## src/gate_check_consts.svh

```systemverilog
// Constants for the far-transfer privilege checker: descriptor field positions and type codes.
// Assumes 8-byte descriptor images, with byte 0 of the descriptor in bits 7:0.
`ifndef GATE_CHECK_CONSTS_SVH
`define GATE_CHECK_CONSTS_SVH

`define TYPE_LO 40
`define TYPE_HI 43
`define SYS_BIT 44
`define DESC_LVL_LO 45
`define DESC_LVL_HI 46
`define PRESENT_BIT 47
`define CODE_BIT 43
`define CONFORM_BIT 42
`define LONG_BIT 53
`define DSIZE_BIT 54
`define PCOUNT_LO 32
`define PCOUNT_HI 36
`define GSEL_LO 16
`define GSEL_HI 31
`define HI_TYPE_LO 40
`define HI_TYPE_HI 44
`define CANON_MSB 47
`define GATE16_TYPE 4'h4
`define GATE32_TYPE 4'hc
`define REQ_LVL_LO 0
`define REQ_LVL_HI 1
`define TI_BIT 2

`endif

```

## src/gate_check_pkg.sv

```systemverilog
// Types shared by the far-transfer privilege checker and its users.
// Assumes the execution logic fetches every descriptor before it issues a check.
package gate_check_pkg;

    typedef enum logic [1:0] {
        PUSH_2,
        PUSH_4,
        PUSH_8
    } push_size_e;

    typedef struct packed {
        logic is_call;
        logic long_mode;
        logic [1:0] current_priv_level;
        logic [15:0] far_sel;
        logic [63:0] far_offset;
        logic from_interrupt_table;
        logic [63:0] desc_lo;
        logic [63:0] desc_hi;
        logic [63:0] dest_desc;
    } check_req_s;

    typedef struct packed {
        logic commit;
        logic general_protection_fault;
        logic not_present_fault;
        logic [15:0] fault_sel;
        logic [1:0] current_priv_level;
        logic [15:0] code_sel;
        logic [63:0] entry_addr;
        logic stack_switch;
        logic [4:0] param_count;
        push_size_e push_size;
    } check_res_s;

endpackage

```

## src/call_gate_privilege_check.sv

```systemverilog
// Privilege and validity checker for far CALL and JMP, direct or through a call gate.
// Assumes the execution logic presents the referenced descriptor, its upper half and the
// destination code descriptor together with a one-cycle request, all on this clock.
//
// Overview of operation
// - Conforming target keeps level, no stack switch.
// - Selector requestor level ignored for conforming target.
// - Conforming allowed when current level >= target.
// - Direct nonconforming needs equal privilege levels.
// - Gates valid in global or local tables only.
// - Decode selector, offset, level, present, count.
// - Stack switch copies counted words or doublewords.
// - Push width follows 16 or 32-bit gate.
// - Gate present flag clear raises not-present.
// - Wide gate offset upper half, canonical check.
// - Wide gate upper type zero, else fault.
// - Wide gates copy no parameters.
// - Wide gate target must be long code.
// - Extended mode treats 0CH as wide gate.
// - Extended mode faults on 16-bit gate.
// - Wide gate pushes eight bytes, full pointer.
// - Gate found by selector; offset ignored.
// - Entry address is code base plus offset.
// - Check four levels plus conforming flag.
// - Current and requestor level within gate level.
// - Jump needs equal level; call may raise.
// - Raising call lowers level, switches stacks.
`timescale 1ns/1ps
`default_nettype none
`include "gate_check_consts.svh"

module call_gate_privilege_check (
    input wire logic mclk_in,
    input wire logic rst_n_in,
    input wire logic req_valid_in,
    input wire gate_check_pkg::check_req_s req_in,
    output var logic done_out,
    output var gate_check_pkg::check_res_s res_out
);

    function automatic logic [1:0] desc_lvl(input logic [63:0] d);
        desc_lvl = d[`DESC_LVL_HI:`DESC_LVL_LO];
    endfunction

    function automatic logic [31:0] base_of(input logic [63:0] d);
        base_of = {d[63:56], d[39:32], d[31:16]};
    endfunction

    function automatic logic is_code(input logic [63:0] d);
        is_code = d[`SYS_BIT] & d[`CODE_BIT];
    endfunction

    function automatic logic is_conforming(input logic [63:0] d);
        is_conforming = d[`CONFORM_BIT];
    endfunction

    function automatic logic is_present(input logic [63:0] d);
        is_present = d[`PRESENT_BIT];
    endfunction

    function automatic logic is_long_code(input logic [63:0] d);
        is_long_code = d[`LONG_BIT] & ~d[`DSIZE_BIT];
    endfunction

    // Bits above the sign bit must all copy it.
    function automatic logic is_canonical(input logic [63:0] off);
        is_canonical = (off[63:`CANON_MSB] == {17{off[`CANON_MSB]}});
    endfunction

    function automatic logic [63:0] gate_offset(input logic [63:0] lo_d, input logic [63:0] hi_d,
        input logic wide);
        gate_offset = wide ? {hi_d[31:0], lo_d[63:48], lo_d[15:0]}
            : {32'h0000_0000, lo_d[63:48], lo_d[15:0]};
    endfunction

    // Decoded request fields.
    logic [63:0] lo;
    logic [63:0] hi;
    logic [63:0] dest;
    logic [1:0] cur_lvl;
    logic [1:0] sel_lvl;
    logic [3:0] gate_type;
    logic is_gate;
    logic wide_gate;
    logic [15:0] gate_sel;
    logic [63:0] gate_off;

    // Check outcomes for the two kinds of transfer.
    logic direct_gp;
    logic direct_np;
    logic gate_gp;
    logic gate_np;
    logic [15:0] gate_fsel;
    logic fault_gp;
    logic fault_np;
    logic [15:0] fault_sel;
    logic accept;
    logic raise;

    // Values loaded into the result on every request; selector and entry are loaded only when it is accepted.
    logic [1:0] next_lvl;
    logic [15:0] next_cs;
    logic [63:0] next_entry;
    logic next_switch;
    logic [4:0] next_count;
    gate_check_pkg::push_size_e next_push;

    // Result registers.
    logic res_commit;
    logic res_gp;
    logic res_np;
    logic [15:0] res_fault_sel;
    logic [1:0] res_lvl;
    logic [15:0] res_code_sel;
    logic [63:0] res_entry;
    logic res_switch;
    logic [4:0] res_count;
    gate_check_pkg::push_size_e res_push;

    assign lo = req_in.desc_lo;
    assign hi = req_in.desc_hi;
    assign dest = req_in.dest_desc;
    assign cur_lvl = req_in.current_priv_level;
    assign sel_lvl = req_in.far_sel[`REQ_LVL_HI:`REQ_LVL_LO];
    assign gate_type = lo[`TYPE_HI:`TYPE_LO];
    assign is_gate = ~lo[`SYS_BIT];
    assign wide_gate = req_in.long_mode & (gate_type == `GATE32_TYPE);
    assign gate_sel = lo[`GSEL_HI:`GSEL_LO];
    assign gate_off = gate_offset(lo, hi, wide_gate);

    // Direct transfer checks; a type or level fault hides a missing segment.
    always_comb begin
        direct_gp = 1'b0;
        direct_np = 1'b0;
        if (!is_code(lo)) begin
            direct_gp = 1'b1;
        end else if (is_conforming(lo)) begin
            direct_gp = (cur_lvl < desc_lvl(lo));
        end else begin
            direct_gp = (desc_lvl(lo) != cur_lvl) || (sel_lvl > cur_lvl);
        end
        if (!direct_gp && !is_present(lo)) begin
            direct_np = 1'b1;
        end
    end

    // Gate checks in priority order; the first failing one decides the fault and its selector.
    always_comb begin
        gate_gp = 1'b0;
        gate_np = 1'b0;
        gate_fsel = req_in.far_sel;
        if (req_in.from_interrupt_table) begin
            gate_gp = 1'b1;
        end else if (req_in.long_mode && gate_type != `GATE32_TYPE) begin
            gate_gp = 1'b1;
        end else if (!req_in.long_mode && gate_type != `GATE16_TYPE && gate_type != `GATE32_TYPE) begin
            gate_gp = 1'b1;
        end else if (cur_lvl > desc_lvl(lo) || sel_lvl > desc_lvl(lo)) begin
            gate_gp = 1'b1;
        end else if (!is_present(lo)) begin
            gate_np = 1'b1;
        end else if (wide_gate && hi[`HI_TYPE_HI:`HI_TYPE_LO] != 5'h00) begin
            gate_gp = 1'b1;
        end else if (wide_gate && !is_canonical(gate_off)) begin
            gate_gp = 1'b1;
            gate_fsel = 16'h0000;
        end else if (!is_code(dest)) begin
            gate_gp = 1'b1;
            gate_fsel = gate_sel;
        end else if (wide_gate && !is_long_code(dest)) begin
            gate_gp = 1'b1;
            gate_fsel = gate_sel;
        end else if (is_conforming(dest) && desc_lvl(dest) > cur_lvl) begin
            gate_gp = 1'b1;
            gate_fsel = gate_sel;
        end else if (!is_conforming(dest) && req_in.is_call && desc_lvl(dest) > cur_lvl) begin
            gate_gp = 1'b1;
            gate_fsel = gate_sel;
        end else if (!is_conforming(dest) && !req_in.is_call && desc_lvl(dest) != cur_lvl) begin
            gate_gp = 1'b1;
            gate_fsel = gate_sel;
        end else if (!is_present(dest)) begin
            gate_np = 1'b1;
            gate_fsel = gate_sel;
        end
    end

    assign fault_gp = is_gate ? gate_gp : direct_gp;
    assign fault_np = is_gate ? gate_np : direct_np;
    assign accept = ~(fault_gp | fault_np);
    assign raise = is_gate & req_in.is_call & ~is_conforming(dest) & (desc_lvl(dest) < cur_lvl);

    always_comb begin
        fault_sel = 16'h0000;
        if (!accept) begin
            fault_sel = is_gate ? gate_fsel : req_in.far_sel;
        end
    end

    // The gate is identified by the selector alone; the pointer offset is never read for it.
    always_comb begin
        next_lvl = cur_lvl;
        next_cs = req_in.far_sel;
        next_entry = {32'h0000_0000, base_of(lo)} + req_in.far_offset;
        next_switch = 1'b0;
        next_count = 5'h00;
        next_push = gate_check_pkg::PUSH_4;
        if (is_gate) begin
            next_cs = gate_sel;
            next_entry = {32'h0000_0000, base_of(dest)} + gate_off;
            if (wide_gate) begin
                next_push = gate_check_pkg::PUSH_8;
            end else if (gate_type == `GATE16_TYPE) begin
                next_push = gate_check_pkg::PUSH_2;
            end else begin
                next_push = gate_check_pkg::PUSH_4;
            end
            if (accept && raise) begin
                next_lvl = desc_lvl(dest);
                next_switch = 1'b1;
                next_count = wide_gate ? 5'h00 : lo[`PCOUNT_HI:`PCOUNT_LO];
            end
        end
    end

    always_ff @(posedge mclk_in or negedge rst_n_in) begin
        if (!rst_n_in) begin
            done_out <= 1'b0;
        end else begin
            done_out <= req_valid_in;
        end
    end

    always_ff @(posedge mclk_in or negedge rst_n_in) begin
        if (!rst_n_in) begin
            res_commit <= 1'b0;
            res_gp <= 1'b0;
            res_np <= 1'b0;
        end else if (req_valid_in) begin
            res_commit <= accept;
            res_gp <= fault_gp;
            res_np <= fault_np;
        end
    end

    always_ff @(posedge mclk_in or negedge rst_n_in) begin
        if (!rst_n_in) begin
            res_fault_sel <= 16'h0000;
        end else if (req_valid_in) begin
            res_fault_sel <= fault_sel;
        end
    end

    // A fault never changes the level, since next_lvl only moves on an accepted raise.
    always_ff @(posedge mclk_in or negedge rst_n_in) begin
        if (!rst_n_in) begin
            res_lvl <= 2'h0;
        end else if (req_valid_in) begin
            res_lvl <= next_lvl;
        end
    end

    always_ff @(posedge mclk_in or negedge rst_n_in) begin
        if (!rst_n_in) begin
            res_switch <= 1'b0;
            res_count <= 5'h00;
        end else if (req_valid_in) begin
            res_switch <= next_switch;
            res_count <= next_count;
        end
    end

    always_ff @(posedge mclk_in or negedge rst_n_in) begin
        if (!rst_n_in) begin
            res_push <= gate_check_pkg::PUSH_4;
        end else if (req_valid_in) begin
            res_push <= next_push;
        end
    end

    // Selector and entry keep their old values when the transfer is refused.
    always_ff @(posedge mclk_in or negedge rst_n_in) begin
        if (!rst_n_in) begin
            res_code_sel <= 16'h0000;
            res_entry <= 64'h0000_0000_0000_0000;
        end else if (req_valid_in && accept) begin
            res_code_sel <= next_cs;
            res_entry <= next_entry;
        end
    end

    assign res_out = '{res_commit, res_gp, res_np, res_fault_sel, res_lvl, res_code_sel, res_entry,
        res_switch, res_count, res_push};

endmodule

`default_nettype wire

```

## config.mk

```make
export PLATFORM = sky130hd
export DESIGN_NAME = call_gate_privilege_check
export DESIGN_NICKNAME = d
export VERILOG_FILES = /design/src/gate_check_pkg.sv /design/src/call_gate_privilege_check.sv
export VERILOG_INCLUDE_DIRS = /design/src
export SDC_FILE = /design/constraint.sdc
export NUM_CORES = 1
export LEC_CHECK = 0
export BUFFER_PORTS_ARGS = -buffer_cell sky130_fd_sc_hd__buf_2
export CORE_AREA = 2 2 152 154
export CTS_BUF_LIST = sky130_fd_sc_hd__clkbuf_16
export CTS_CLUSTER_DIAMETER = 50
export CTS_CLUSTER_SIZE = 30
export DETAILED_ROUTE_END_ITERATION = 10
export DIE_AREA = 0 0 154 156
export GPL_ROUTABILITY_DRIVEN = 1
export PLACE_DENSITY = 0.75
export SKIP_LAST_GASP = 1
export SYNTH_ARGS = -nofsm -noshare
export SYNTH_HDL_FRONTEND = slang
export SYNTH_SLANG_ARGS = --single-unit
```

## constraint.sdc

```tcl
create_clock -name mclk_in -period 2.2 [get_ports mclk_in]
set_input_delay 0.44 -clock mclk_in [delete_from_list [all_inputs] [get_ports mclk_in]]
set_output_delay 0.44 -clock mclk_in [all_outputs]
set_load 0.05 [all_outputs]
```

Word level (Yosys, flattened, before mapping) --
Index checks and enable logic that the tools add are counted.
Word-level totals: input port bits 280, flip-flop bits (word level) 110, output and inout port bits 110
Cells by class: reductions and logical operators 24, equal/unequal tests 7, add/sub/neg operators 2, muxes and demuxes 58, $lt $le $gt $ge 6, bitwise operators 12
Operator list (count):
- $mux 16 | 16
- $add 32x64->64 | 2
- $mux 64 | 2
- $mux 1 | 33
- $eq 16x16->1 | 1
- $mux 5 | 3
- $logic_and 1x1->1 | 14
- $gt 2x2->1 | 4
- $mux 2 | 4
- $and 1x1->1 | 7
- $logic_not 1->1 | 7
- $reduce_bool 5->1 | 1
- $eq 4x3->1 const B | 1
- $eq 4x4->1 const B | 1
- $lt 2x2->1 | 2
- $ne 2x2->1 | 2
- $ne 4x3->1 const B | 1
- $ne 4x4->1 const B | 1
- $not 1->1 | 4
- $logic_or 1x1->1 | 2
- $or 1x1->1 | 1

Logic depth before layout (Yosys ltp) --
depth after elaboration 21, mapped depth 14, mapped depth without buffers 12

Least setup slack after synthesis --
No wires, ideal clock.
path type input to register, start point input req_in[169] (netlist bit), end point register res_entry[61], arrival 3.281 ns, required time 2.074 ns, stages 12, slack -1.207 ns, setup time 0.126 ns, cell sequence nor3b_2 > and3_1 > clkbuf_1 > buf_1 > and2_1 > ha_1 > o41ai_4 > a22oi_2 > or2_1 > buf_6 > buf_6 > a221o_1
On the way: longest elaborated chain between the ends 17, elaborated cells on any way between the ends 38, classes of those cells add/sub (1); eq/ne (4); mux (22); bitwise (3); reduce/logical (8)
RTL lines:
- start, declared | RTL line call_gate_privilege_check.sv:36 | input wire gate_check_pkg::check_req_s req_in,
- $eq 4x4->1 (no line)
- $and 1x1->1 | RTL line call_gate_privilege_check.sv:127 | assign wide_gate = req_in.long_mode & (gate_type == `GATE32_TYPE);
- $mux 64 | RTL line call_gate_privilege_check.sv:72 | gate_offset = wide ? {hi_d[31:0], lo_d[63:48], lo_d[15:0]}
- $eq 16x16->1 | RTL line call_gate_privilege_check.sv:67 | is_canonical = (off[63:`CANON_MSB] == {17{off[`CANON_MSB]}});
- $logic_not 1->1 | RTL line call_gate_privilege_check.sv:164 | end else if (wide_gate && !is_canonical(gate_off)) begin
- $logic_and 1x1->1 | RTL line call_gate_privilege_check.sv:164
- $mux 1 | RTL line call_gate_privilege_check.sv:164
- $mux 1 | RTL line call_gate_privilege_check.sv:162 | end else if (wide_gate && hi[`HI_TYPE_HI:`HI_TYPE_LO] != 5'h00) begin
- $mux 1 | RTL line call_gate_privilege_check.sv:160 | end else if (!is_present(lo)) begin
- $mux 1 | RTL line call_gate_privilege_check.sv:158 | end else if (cur_lvl > desc_lvl(lo) || sel_lvl > desc_lvl(lo)) begin
- $mux 1 | RTL line call_gate_privilege_check.sv:156 | end else if (!req_in.long_mode && gate_type != `GATE16_TYPE && gate_type != `GATE32_TYPE) begin
- $mux 1 | RTL line call_gate_privilege_check.sv:154 | end else if (req_in.long_mode && gate_type != `GATE32_TYPE) begin
- $mux 1 | RTL line call_gate_privilege_check.sv:152 | if (req_in.from_interrupt_table) begin
- $mux 1 (on tied branches) | RTL line call_gate_privilege_check.sv:188, call_gate_privilege_check.sv:189
- $or 1x1->1 | RTL line call_gate_privilege_check.sv:190 | assign accept = ~(fault_gp | fault_np);
- $not 1->1 | RTL line call_gate_privilege_check.sv:190
- $logic_and 1x1->1 | RTL line call_gate_privilege_check.sv:286 | end else if (req_valid_in && accept) begin
- end signal, assigned | RTL line call_gate_privilege_check.sv:288 | res_entry <= next_entry;
- end, declared | RTL line call_gate_privilege_check.sv:115 | logic [63:0] res_entry;
Several ways; a longest one is shown, not always the timed one. A chain may end at the register's enable or synchronous reset.

Worst setup path after layout --
start point input req_in[144] (netlist bit), end point register res_entry[56]
On the way: longest elaborated chain between the ends 2
RTL lines:
- $add 32x64->64 | RTL line call_gate_privilege_check.sv:204 | next_entry = {32'h0000_0000, base_of(lo)} + req_in.far_offset;
- $mux 64 | RTL line call_gate_privilege_check.sv:208 | if (is_gate) begin
No other way between the ends.

==> impl_metrics.yaml <==
floorplan:
  core-area_um2: 22370
  initial_core_util_pct: 45.62
  ios: 390
  fp.dieW_um: 154
  die-area_um2: 24020
  dieHeight_um: 156
  floorplan.rows: 55
cts:
  holdBufCountCts: 0
  htreeDepth: 3
  clk_latency_ns: 0.37
  cts_buffers: 9
  cts_max_path_buffers: 2
  cts_tree: "done"
  clkSlewWorstSetupHoldPaths_ns: 0.10
  clock_sinks: 110
  ctsRootBufferMaster: "clkbuf_16"
synth:
  ys_top_cells_by_count: "153 x nand2_1, 109 x dfrtp_1, 92 x o21ai_0"
  synth_edf_count: 0
  ys_seq_area_share_pct: 26.99
  yosysWarningCount: 0
  avgSynthCellArea_um2: 8.188
  synthCells: 1246
  synth_top_area_cell: "dfrtp_1"
  synth.distinct_cells: 79
  ys_top_cells_by_area: "dfrtp_1 27%, ha_1 9.0%, nand2_1 5.6%"
  async_flop_share_pct: 100.0
  yosysTopAreaCellShare_pct: 26.74
  synth_most_common_cell: "nand2_1"
  syn_nets: 1601
  netlist_area_um2: 10200
  synth-main-ff-cell: "dfrtp_1"
  synth_seq_cells: 110
timing:
  setup_slack_ns: -0.4854
  drv_slew: 0
  setup_violations: 106
  tightest_slew_ns: 1.021
  hold_violations: 0
  slew_headroom_pct: 31.95
  post-route-period-util_pct: 122.1
  fin_crit_ns: 2.685
  fmax_mhz: 372.4
  rsz0062_at_grt: "yes"
  finClkSkew_ns: 0
critical_path:
  end_kind: "register"
  crit_type: "input pin to register"
  cp-startpoint: "req_in[144]"
  start_kind: "input pin"
  reg2reg_from: "res_entry[49]"
  r2r-end: "res_entry[49]"
  arrival_ns: 2.98
  reg2reg_depth: 1
  worstSetupEndpoint: "res_entry[56]"
  critical_path.max_fanout: 14
  cp.required_ns: 2.49
  rrSetupSlack_ns: 1.28
min_path:
  min_path_type: "input pin to asynchronous set/reset pin"
final_layout:
  drive_above_1_share_pct: 54.91
  syn_to_final_growth_pct: 77.73
  final_design_area_no_fill_um2: 18130
  layout.nets: 2306
route:
  via_count: 14023
  routed_via_density: 6.235
  wl_per_cell_um: 22.85
  initialDrtViolationCount: 1583
  drc_errors: 0
  ant_nets: 0
  routed_wl_mm: 51.38
  drtPass1Iterations: 6
grt:
  grt_max_degree: 111
  grt.total_usage_pct: 37.01
  grt_overflow: 0
  grt_pass1_wl_mm: 70.65
  antenna_found_initial: 8
  grt_pass1_vias: 13489
power_and_ir_drop:
  peakVddDrop_v: 0.0004809
  total_leakage_power_nw: 8.434
  power_density_nw_per_um2: 592.6
placed_design:
  dpl.hpwl_mm: 32.18
  port_buffers: 338
  dp_slack_ns: -0.9987
  place_congestion: 0.9728
  place_area_um2: 14840
run:
  max_cap_violations: 0
outcome:
  status: "complete, but fails checks"
  violations: "negative setup slack"
layout by cell type (no fill, tap or decap), types with 11 or more instances in the layout:
cell type,instances
nand2_1,115
a21oi_1,59
nand3_2,11
nor2_1,64
and3_1,12
o2bb2ai_1,12
nand4_1,24
buf_6,52
a31oi_1,14
mux2i_1,39
xor2_1,24
o21ai_1,34
a21oi_2,19
a21o_1,32
inv_1,30
buf_8,12
o211ai_1,26
dfrtp_1,109
ha_1,37
o21ai_0,23
nand2_4,23
xnor2_1,57
o21ai_2,34
ha_4,34
nand3_1,30
buf_2,316
buf_4,350
buf_12,18
nand2_2,13
nand2b_1,12
nor3_1,16
flip-flops by register name, summed over array words and instances, names as in the netlist:
register	count
res_entry	64
res_code_sel	16
res_fault_sel	16
res_count	5
res_lvl	2
res_push	2
done_out	1
res_commit	1
res_gp	1
res_np	1
res_switch	1
critical path, cell delays in order:
cell and delay (ns):
buf_4 0.13, ha_4 0.16, inv_2 0.05, fa_2 0.19, nand2b_4 0.14, a21oi_4 0.06, o21a_1 0.25, o31ai_2 0.33
nand3_2 0.17, a211oi_4 0.28, buf_12 0.19, and4b_1 0.22, xnor2_1 0.14, a211oi_2 0.21
worst min-delay path by stage:
stage	endpoint	slack (ns)	cells past startpoint
after floorplan	done_out	0.14	0
after global placement	res_code_sel[11]	0.46	2
after detailed placement	res_commit	0.47	1
after CTS	res_entry[4]	0.18	2
after global routing	res_entry[0]	0.21	2
final	res_entry[0]	0.12	2
layout make-up:
type	instances	area, um2
multi-input combinational	1040	8996
timing repair buffer	756	5558
fill	1290	4233
sequential	110	2754
tap	285	356.6
clock buffer	9	225.2
inverter	34	132.6
clock inverter	7	90.09
antenna	8	20.02
stage by stage:
| stage | cells | total power, mW | utilization [%] | hold WS [ns] | setup TNS, ns |
|---|---|---|---|---|---|
| floorplan | 1246 | 5.872 | - | 0.1444 | -51.62 |
| finish | 2249 | 10.75 | 81.07 | 0.1152 | -24.76 |
| global placement | 2148 | 7.698 | 66.37 | 0.4588 | -69.56 |
| detailed placement | 2148 | 7.789 | 66.37 | 0.4683 | -73.64 |
| CTS | 2221 | 10.03 | 75.72 | 0.1809 | -18.77 |
| global route | 2248 | 11.10 | 81.06 | 0.2081 | -34.36 |
cell families after synthesis:
| group | Yosys count | synth area share [%] |
|---|---|---|
| xor+xnor | 90 | 7.726 |
| flops | 110 | 26.99 |
| simple gates | 428 | 20.55 |
| fa+ha+maj | 75 | 9.345 |
| mux | 47 | 4.648 |
| buf+inv | 97 | 4.403 |
| compound gates | 399 | 26.33 |
per-layer routing:
metal | vias to the layer above | GRT usage (%) | part of all wire, %
li1 | 6049 | - | -
met1 | 6588 | 45.78 | 36
met2 | 1054 | 60.82 | 47
met3 | 330 | 6.833 | 9.8
met4 | 2 | 21.23 | 7.0
met5 | - | 0 | 0.0097
report_power, final:
group          leakage, nW  internal [mW]  total [mW]  switching, mW
registers             1.40           2.46        2.88          0.422
logic                 6.88           2.21        6.02           3.80
clock network        0.158          0.918        1.85          0.928
total                 8.43           5.59        10.7           5.15
timing repair:
item                       in CTS  in global routing
setup endpoints to repair     104                107
cloned                         14                  0
gates resized for setup       277                221
pin swaps                     123                130
buffers inserted               45                 32
Power figures use the tool's default switching activity.
